## config.mk

```make
export PLATFORM = sky130hd
export DESIGN_NAME = smap_top
export DESIGN_NICKNAME = d
export VERILOG_FILES = /design/src/inc/smap_pkg.sv /design/src/rtl/smap_mode_sel.sv /design/src/rtl/smap_top.sv
export VERILOG_INCLUDE_DIRS = /design/src /design/src/inc
export SDC_FILE = /design/constraint.sdc
export NUM_CORES = 1
export LEC_CHECK = 0
export BUFFER_PORTS_ARGS = -buffer_cell sky130_fd_sc_hd__buf_2
export CAP_MARGIN = 0
export CORE_ASPECT_RATIO = 0.8
export CORE_UTILIZATION = 56
export CTS_CLUSTER_SIZE = 8
export DETAILED_ROUTE_END_ITERATION = 12
export GPL_ROUTABILITY_DRIVEN = 0
export PLACE_DENSITY = 0.81
export SLEW_MARGIN = 20
export SYNTH_ARGS = -nofsm -noshare
export SYNTH_HDL_FRONTEND = slang
export SYNTH_SLANG_ARGS = --single-unit
```

## constraint.sdc

```tcl
create_clock -name ref_clk -period 7.72 [get_ports ref_clk]
set_input_delay 0.386 -clock ref_clk [delete_from_list [all_inputs] [get_ports ref_clk]]
set_output_delay 0.386 -clock ref_clk [all_outputs]
set_load 0.02 [all_outputs]
```

## src/inc/smap_cfg.svh

```systemverilog
// parameter codes, field encodings and reset values for the servo mode / absolute position block
`ifndef SMAP_CFG_SVH
`define SMAP_CFG_SVH

// ----------------------------------------
// parameter codes (group in high byte, index in low byte)
// ----------------------------------------
`define SMAP_CODE_MOTOR_TYPE 16'h0000
`define SMAP_CODE_CTRL_MODE 16'h0200
`define SMAP_CODE_ABS_SEL 16'h0201
`define SMAP_CODE_ROT_DIR 16'h0202
`define SMAP_CODE_ABS_POS 16'h0B07
`define SMAP_CODE_ABS_RESET 16'h0D14
`define SMAP_CODE_STATUS 16'h0D40

// ----------------------------------------
// control mode selection encoding
// ----------------------------------------
`define SMAP_CM_SPEED 16'h0000
`define SMAP_CM_POSITION 16'h0001
`define SMAP_CM_TORQUE 16'h0002
`define SMAP_CM_TQ_SPD 16'h0003
`define SMAP_CM_SPD_POS 16'h0004
`define SMAP_CM_TQ_POS 16'h0005
`define SMAP_CM_TRIPLE 16'h0006

// ----------------------------------------
// absolute system selection encoding
// ----------------------------------------
`define SMAP_ABS_INCREMENTAL 16'h0000
`define SMAP_ABS_LINEAR 16'h0001
`define SMAP_ABS_ROTATING 16'h0002

// ----------------------------------------
// reset values and widths
// ----------------------------------------
`define SMAP_CTRL_MODE_RST 16'h0001
`define SMAP_ABS_SEL_RST 16'h0000
`define SMAP_ROT_DIR_RST 16'h0000
`define SMAP_ABS_POS_RST 32'h0000_0000
// arbitrary neutral identity values for the two motor types
`define SMAP_MOTOR_ABS_ID 16'hA5A1
`define SMAP_MOTOR_INC_ID 16'hA5A0
`define SMAP_SINGLE_W 23
`define SMAP_MULTI_W 16
`define SMAP_POS_W 39

// ----------------------------------------
// status word bit positions
// ----------------------------------------
`define SMAP_ST_BATT 0
`define SMAP_ST_MISMATCH 1
`define SMAP_ST_HOME_REQ 2
`define SMAP_ST_MODE_LSB 4

`endif

```

## src/inc/smap_pkg.sv

```systemverilog
// types shared by the servo mode / absolute position block
`include "smap_cfg.svh"
package smap_pkg;
  typedef enum logic [1:0] {SMAP_SPEED, SMAP_POSITION, SMAP_TORQUE} smap_mode_e;

  typedef struct packed {
    logic [`SMAP_MULTI_W-1:0] multi;
    logic [`SMAP_SINGLE_W-1:0] single;
  } smap_enc_s;

  typedef struct packed {
    logic wr;
    logic rd;
    logic [15:0] code;
    logic [31:0] wdata;
  } smap_preq_s;
endpackage : smap_pkg

```

## src/rtl/smap_mode_sel.sv

```systemverilog
// decodes the control mode selection and switch inputs into the working mode
`timescale 1ns/100ps
`include "smap_cfg.svh"
module smap_mode_sel import smap_pkg::*; (
  input wire logic [15:0] sel,
  input wire logic sw_first,
  input wire logic sw_second,
  output smap_mode_e mode
);
  always_comb begin
    unique case (sel)
      `SMAP_CM_SPEED: mode = SMAP_SPEED;
      `SMAP_CM_TORQUE: mode = SMAP_TORQUE;
      `SMAP_CM_TQ_SPD: mode = sw_first ? SMAP_SPEED : SMAP_TORQUE;
      `SMAP_CM_SPD_POS: mode = sw_first ? SMAP_POSITION : SMAP_SPEED;
      `SMAP_CM_TQ_POS: mode = sw_first ? SMAP_POSITION : SMAP_TORQUE;
      `SMAP_CM_TRIPLE: begin
        // both switches together pick one of three modes
        if (sw_second) begin
          mode = SMAP_POSITION;
        end else begin
          mode = sw_first ? SMAP_SPEED : SMAP_TORQUE;
        end
      end
      default: mode = SMAP_POSITION;
    endcase
  end
endmodule : smap_mode_sel

```

## src/rtl/smap_top.sv

```systemverilog
// servo control mode selection and absolute encoder position handling
`timescale 1ns/100ps
`include "smap_cfg.svh"
module smap_top import smap_pkg::*; (
  input wire logic ref_clk,
  input wire logic rst,
  input smap_preq_s preq,
  output logic [31:0] param_rdata,
  input wire logic servo_enable,
  input wire logic servo_running,
  input wire logic mode_switch_first,
  input wire logic mode_switch_second,
  input smap_enc_s enc_pos,
  input wire logic enc_is_absolute,
  input wire logic battery_first_connect,
  input wire logic homing_done,
  input wire logic [`SMAP_POS_W-1:0] nvm_offset_in,
  output logic [1:0] active_mode,
  output logic encoder_battery_fault,
  output logic motor_mismatch_fault,
  output logic homing_required,
  output logic enc_reset_pulse,
  output logic nvm_wr,
  output logic [`SMAP_POS_W-1:0] nvm_wdata
);

  // ----------------------------------------
  // settings
  // ----------------------------------------
  logic [15:0] ctrl_mode_reg, ctrl_mode_next;
  logic [15:0] motor_type_reg, motor_type_next;
  // the stored selection survives rst, which stands in for a power cycle
  logic [15:0] abs_sel_reg = `SMAP_ABS_SEL_RST;
  logic [15:0] abs_sel_next;
  logic [15:0] rot_dir_reg, rot_dir_next;
  logic [15:0] abs_sel_live_reg, abs_sel_live_next;
  logic boot_reg, boot_next;
  logic wr_ctrl, wr_motor, wr_abs, wr_dir, wr_reset;
  logic stopped;

  assign stopped = !servo_running;
  assign wr_ctrl = preq.wr && preq.code == `SMAP_CODE_CTRL_MODE;
  assign wr_motor = preq.wr && preq.code == `SMAP_CODE_MOTOR_TYPE;
  assign wr_abs = preq.wr && preq.code == `SMAP_CODE_ABS_SEL;
  assign wr_dir = preq.wr && preq.code == `SMAP_CODE_ROT_DIR;
  assign wr_reset = preq.wr && preq.code == `SMAP_CODE_ABS_RESET && preq.wdata[15:0] == 16'h0001;

  always_comb begin
    ctrl_mode_next = ctrl_mode_reg;
    motor_type_next = motor_type_reg;
    abs_sel_next = abs_sel_reg;
    rot_dir_next = rot_dir_reg;
    abs_sel_live_next = abs_sel_live_reg;
    boot_next = 1'b0;
    // out-of-range codes are dropped so the working mode is never undefined
    if (wr_ctrl && stopped && preq.wdata[15:0] <= `SMAP_CM_TRIPLE) begin
      ctrl_mode_next = preq.wdata[15:0];
    end
    if (wr_motor && stopped) begin
      motor_type_next = preq.wdata[15:0];
    end
    if (wr_abs && stopped && preq.wdata[15:0] <= `SMAP_ABS_ROTATING) begin
      abs_sel_next = preq.wdata[15:0];
    end
    if (wr_dir && stopped) begin
      rot_dir_next = {15'h0000, preq.wdata[0]};
    end
    // the selection is only copied into the live one on the first cycle after power-up
    if (boot_reg) begin
      abs_sel_live_next = abs_sel_reg;
    end
  end

  always_ff @(posedge ref_clk or posedge rst) begin
    if (rst) begin
      ctrl_mode_reg <= `SMAP_CTRL_MODE_RST;
      motor_type_reg <= `SMAP_MOTOR_INC_ID;
      rot_dir_reg <= `SMAP_ROT_DIR_RST;
      abs_sel_live_reg <= `SMAP_ABS_SEL_RST;
      boot_reg <= 1'b1;
    end else begin
      ctrl_mode_reg <= ctrl_mode_next;
      motor_type_reg <= motor_type_next;
      rot_dir_reg <= rot_dir_next;
      abs_sel_live_reg <= abs_sel_live_next;
      boot_reg <= boot_next;
    end
  end

  // no reset here: a select written before rst must be the one that goes live after it
  always_ff @(posedge ref_clk) begin
    abs_sel_reg <= abs_sel_next;
  end

  // ----------------------------------------
  // working control mode
  // ----------------------------------------
  smap_mode_e mode_dec;
  smap_mode_e mode_reg, mode_next;

  smap_mode_sel u_mode_sel (
    .sel(ctrl_mode_reg),
    .sw_first(mode_switch_first),
    .sw_second(mode_switch_second),
    .mode(mode_dec)
  );

  always_comb begin
    mode_next = mode_reg;
    // switch inputs are obeyed when enabled and running and also when stopped, where the decoded mode
    // is taken as is; a running drive without enable holds its last working mode
    if (servo_enable && servo_running) begin
      mode_next = mode_dec;
    end else if (!servo_running) begin
      mode_next = mode_dec;
    end
  end

  always_ff @(posedge ref_clk or posedge rst) begin
    if (rst) begin
      mode_reg <= SMAP_POSITION;
    end else begin
      mode_reg <= mode_next;
    end
  end

  assign active_mode = mode_reg;

  // ----------------------------------------
  // faults and homing state
  // ----------------------------------------
  logic batt_reg, batt_next;
  logic mism_reg, mism_next;
  logic home_req_reg, home_req_next;
  logic enc_rst_reg, enc_rst_next;
  logic abs_mode;

  assign abs_mode = abs_sel_live_reg != `SMAP_ABS_INCREMENTAL;

  always_comb begin
    batt_next = batt_reg;
    home_req_next = home_req_reg;
    enc_rst_next = wr_reset;
    if (wr_reset) begin
      batt_next = 1'b0;
    end
    // a new connection in the clearing cycle must not be lost
    if (battery_first_connect) begin
      batt_next = 1'b1;
    end
    if (homing_done) begin
      home_req_next = 1'b0;
    end
    if (wr_reset || (wr_dir && stopped && preq.wdata[0] != rot_dir_reg[0])) begin
      home_req_next = 1'b1;
    end
    mism_next = abs_mode && (!enc_is_absolute || motor_type_reg != `SMAP_MOTOR_ABS_ID);
  end

  always_ff @(posedge ref_clk or posedge rst) begin
    if (rst) begin
      batt_reg <= 1'b0;
      mism_reg <= 1'b0;
      home_req_reg <= 1'b0;
      enc_rst_reg <= 1'b0;
    end else begin
      batt_reg <= batt_next;
      mism_reg <= mism_next;
      home_req_reg <= home_req_next;
      enc_rst_reg <= enc_rst_next;
    end
  end

  assign encoder_battery_fault = batt_reg;
  assign motor_mismatch_fault = mism_reg;
  assign homing_required = home_req_reg;
  assign enc_reset_pulse = enc_rst_reg;

  // ----------------------------------------
  // absolute position
  // ----------------------------------------
  logic signed [`SMAP_POS_W-1:0] enc_raw, enc_abs, mech_pos;
  logic [`SMAP_POS_W-1:0] offset_reg, offset_next;
  logic [`SMAP_POS_W-1:0] nvm_data_reg, nvm_data_next;
  logic nvm_wr_reg, nvm_wr_next;
  logic [31:0] abs_cnt_reg, abs_cnt_next;

  assign enc_raw = {enc_pos.multi, enc_pos.single};
  // reversing direction negates the encoder position, which is the step that forces rehoming
  assign enc_abs = rot_dir_reg[0] ? -enc_raw : enc_raw;
  assign mech_pos = enc_abs - $signed(offset_reg);

  always_comb begin
    offset_next = offset_reg;
    nvm_wr_next = 1'b0;
    nvm_data_next = nvm_data_reg;
    if (boot_reg) begin
      offset_next = nvm_offset_in;
    end else if (homing_done) begin
      // home position is mechanical zero, so the offset is the encoder position there
      offset_next = enc_abs;
      nvm_data_next = enc_abs;
      nvm_wr_next = 1'b1;
    end
    abs_cnt_next = abs_mode ? mech_pos[31:0] : `SMAP_ABS_POS_RST;
  end

  always_ff @(posedge ref_clk or posedge rst) begin
    if (rst) begin
      offset_reg <= '0;
      nvm_data_reg <= '0;
      nvm_wr_reg <= 1'b0;
      abs_cnt_reg <= `SMAP_ABS_POS_RST;
    end else begin
      offset_reg <= offset_next;
      nvm_data_reg <= nvm_data_next;
      nvm_wr_reg <= nvm_wr_next;
      abs_cnt_reg <= abs_cnt_next;
    end
  end

  assign nvm_wr = nvm_wr_reg;
  assign nvm_wdata = nvm_data_reg;

  // ----------------------------------------
  // parameter read back
  // ----------------------------------------
  logic [31:0] rdata_reg, rdata_next;
  logic [31:0] status_word;

  always_comb begin
    status_word = 32'h0000_0000;
    status_word[`SMAP_ST_BATT] = batt_reg;
    status_word[`SMAP_ST_MISMATCH] = mism_reg;
    status_word[`SMAP_ST_HOME_REQ] = home_req_reg;
    status_word[`SMAP_ST_MODE_LSB +: 2] = mode_reg;
    rdata_next = rdata_reg;
    if (preq.rd) begin
      unique case (preq.code)
        `SMAP_CODE_CTRL_MODE: rdata_next = {16'h0000, ctrl_mode_reg};
        `SMAP_CODE_MOTOR_TYPE: rdata_next = {16'h0000, motor_type_reg};
        `SMAP_CODE_ABS_SEL: rdata_next = {16'h0000, abs_sel_reg};
        `SMAP_CODE_ROT_DIR: rdata_next = {16'h0000, rot_dir_reg};
        `SMAP_CODE_ABS_POS: rdata_next = abs_cnt_reg;
        `SMAP_CODE_STATUS: rdata_next = status_word;
        default: rdata_next = 32'h0000_0000;
      endcase
    end
  end

  always_ff @(posedge ref_clk or posedge rst) begin
    if (rst) begin
      rdata_reg <= 32'h0000_0000;
    end else begin
      rdata_reg <= rdata_next;
    end
  end

  assign param_rdata = rdata_reg;

endmodule : smap_top

```

==> reports/results.txt <==
Vias -> 9515
Slew @ Worst Pin -> 1.06 ns
Critical-path cell list -> buf_2, or4_1, nor3_1, nand3_1, o41ai_1, xor2_1, inv_1, ha_1, a21o_1, a2111o_1, a21o_1, a31oi_1, a21oi_1, mux2i_1, or3_1
Initial Utilization -> 58.1%
Post-DP Area -> 0.0123 mm2
Dpl cells -> 1554
Post-Route Setup TNS -> 0 ns
Rel. slew slack -> 29.0%
Vias per inst -> 5.95
WL/cell -> 18.2 um
Tmin final -> 4.19 ns
I/O Buffers -> 191
Mapped Area -> 0.0112 mm2
Biggest area consumer among synthesized cells -> dfrtp_1
Syn_area_per_cell -> 9.64 um2
Worst path most repeated cell -> a21o_1
Critical Path Source Type -> primary input
Critical path data required time -> 8.12 ns
Comb pwr share -> 17.3%
Number of flops mapped to enable cells by yosys -> 16
Utilization after layout -> 68.0%
CTS tree -> done
Hpwl dp -> 21500 um
Crit path DAT -> 4.59 ns
Synth top area cells -> dfrtp_1, edfxtp_1, o21ai_0
Fmax -> 0.239 GHz
DIE AREA -> 0.0205 mm2
Antenna fix cells -> 0
Seq cells post-synth -> 208
Fill cells -> 1554
CP Capture Type -> flip-flop
RSZ-0062 raised after global routing -> no
Final period util -> 54.3%
Synth Warn # -> 0
Mapped Cells -> 1160
Vias in the first global route -> 8865
Ports -> 215
Met3 Use GR -> 3.84%
Drt initial violations -> 975
Count leader, synth -> dfrtp_1
M1 GR Usage -> 42.3%
Register area -> 0.00530 mm2
First-pass GRT wire length -> 46400 um
Rows -> 45
Status -> completed
Clk Latency, worst-skew pair -> 0.53 ns
Post-synth cell types -> 72
Grt met2 use -> 44.0%
First-pass DRT Iterations -> 6
Synth top area share -> 41.0%
Cts hold-fix bufs -> 0
Largest net degree at the start of global routing -> 131
Worst Path Max Fanout -> 7
Top_reg_cell synth -> dfrtp_1
Total gr overflow -> 0
Slowest-stage cell, CP -> or4_1
Overall Global Routing Usage -> 28.3%
Ys async rst share -> 92.3%
Sw power -> 0.000802 W
Clk network pwr share -> 39.3%
Grt peak-use layer -> met2
Clock tree sinks -> 208
Post-Syn Nets -> 1330
Final Setup Violations -> 0
Final net count -> 1497
Number of cells upsized or downsized after cts -> 0
Die X -> 160 um
Initial antenna violation count -> 1
Drt total wl -> 29200 um
Leakage power -> 6.16 nW
DRC -> 0
Synthesis-to-layout area growth -> 17.1%
Final worst slack -> 3.53 ns
Hold Crit Class -> primary input to async pin
Die height -> 128 um
Number of nets with antenna violations after routing -> 0
Seq pwr share -> 43.4%
Power Dens Cells -> 220 mW/mm2
Setup WS pre-CTS -> 3.04 ns
H-tree depth -> 1
Fin cells -> 1600
Post-synth top cells -> dfrtp_1, nand2_1, inv_1
Max cap viols -> 0
Sequential area share after synthesis -> 47.4%
Root buf cell -> clkbuf_16
CTS buffer count -> 29
Core Area -> 0.0193 mm2
Crit-path max cell delay -> 0.63 ns
Multi-input logic area -> 0.00526 mm2
Share of layout cells above drive strength 1 -> 21.5%
Largest register FFs -> 39
Clock Pin Slew Worst Setup and Hold Paths -> 0.05 ns
Int Pwr -> 0.00207 W
Critical path class -> primary input to flip-flop
Clock Skews -> 0.0163 ns
# Post-CTS Setup Buffers -> 0
CTS Buffer Depth -> 3
VDD IR max -> 188 uV
Final hold vios -> 0
Slew Viols, Final -> 0
Sw Share -> 27.9%
Design Area, Final -> 0.0131 mm2
area by class of cell:
type / instances / share of cell area [%]
clock buffer: 45 / 6.00
clock inverter: 1 / 0.0669
inverter: 103 / 3.01
multi-input combinational: 785 / 40.2
sequential: 208 / 40.4
tap: 258 / 2.47
timing repair buffer: 200 / 7.82
through the flow:
| stage | hold slack, ns | power [W] |
|---|---|---|
| floorplan | 0.455 | 0.00158 |
| global placement | 0.454 | 0.00174 |
| detailed placement | 0.461 | 0.00176 |
| CTS | 0.0383 | 0.00289 |
| global route | 0.0570 | 0.00299 |
| finish | 0.0329 | 0.00287 |
worst paths after layout:
path | to | slack, ns | depth (start not counted) | startpoint
setup / recovery | abs_cnt_reg[28]$_DFF_PP0_ | 3.53 | 15 | enc_pos[2]
hold / removal | encoder_battery_fault$_DFFE_PP0P_ | 0.03 | 2 | rst
setup reg to reg | abs_cnt_reg[23]$_DFF_PP0_ | 3.94 | 12 | rot_dir_reg[0]$_DFFE_PP0P_
hold reg to reg | nvm_wdata[24]$_DFFE_PP0P_ | 0.47 | 2 | nvm_wdata[24]$_DFFE_PP0P_
max in group asynchronous | offset_reg[29]$_DFFE_PP0P_ | 6.34 | 3 | rst
min in group ref_clk | encoder_battery_fault$_DFFE_PP0P_ | 0.04 | 2 | battery_first_connect
layout by cell type, fill, tap and decap left out, drive strengths merged, types with 24 or more instances in the layout:
cell    Yosys  routed
nor2       65      65
xnor2      24      24
a21oi      44      44
dfrtp     183     183
buf         9     200
xor2       37      37
mux2       38      38
ha         32      32
nor3       24      24
a21o       39      39
clkbuf     55      45
nand3      34      34
o21ai      90      90
nand2     107     107
inv       103     104
logic make-up (layout without fill, tap and decap cells):
| kind of cell | after synthesis | count (layout) | synth area share (%) |
|---|---|---|---|
| XOR/XNOR | 62 | 62 | 4.98 |
| multiplexers | 44 | 44 | 4.36 |
| AO/OA/AOI/OAI | 310 | 310 | 18.4 |
| AND/OR/NAND/NOR | 335 | 335 | 15.3 |
| adder cells (fa/ha/maj) | 33 | 33 | 3.76 |
| other | 1 | 1 | 0.0335 |
| buffers and inverters | 167 | 349 | 5.77 |
| flip-flops | 208 | 208 | 47.4 |
metal layers:
| layer | routed length [um] | part of all wire [%] |
|---|---|---|
| met5 | 10 | 0.034 |
| met4 | 578 | 2.0 |
| met1 | 13400 | 46 |
| met2 | 13100 | 45 |
| met3 | 2160 | 7.4 |
power groups by stage:
stage	clock (W)	sequential (W)	combinational, W
finish	0.00113	0.00125	0.000497
global route	0.00119	0.00125	0.000549
CTS	0.00114	0.00125	0.000495
detailed placement	0	0.00126	0.000490
global placement	0	0.00126	0.000481
floorplan	0	0.00128	0.000305
worst max-delay path, delay by kind of cell:
family          cells  cell delay [ns]
simple gates        4             1.47
mux                 1             0.13
buf+inv             2             0.20
xor+xnor            1             0.30
compound gates      6             1.72
fa+ha+maj           1             0.37
Power figures use the tool's default switching activity.
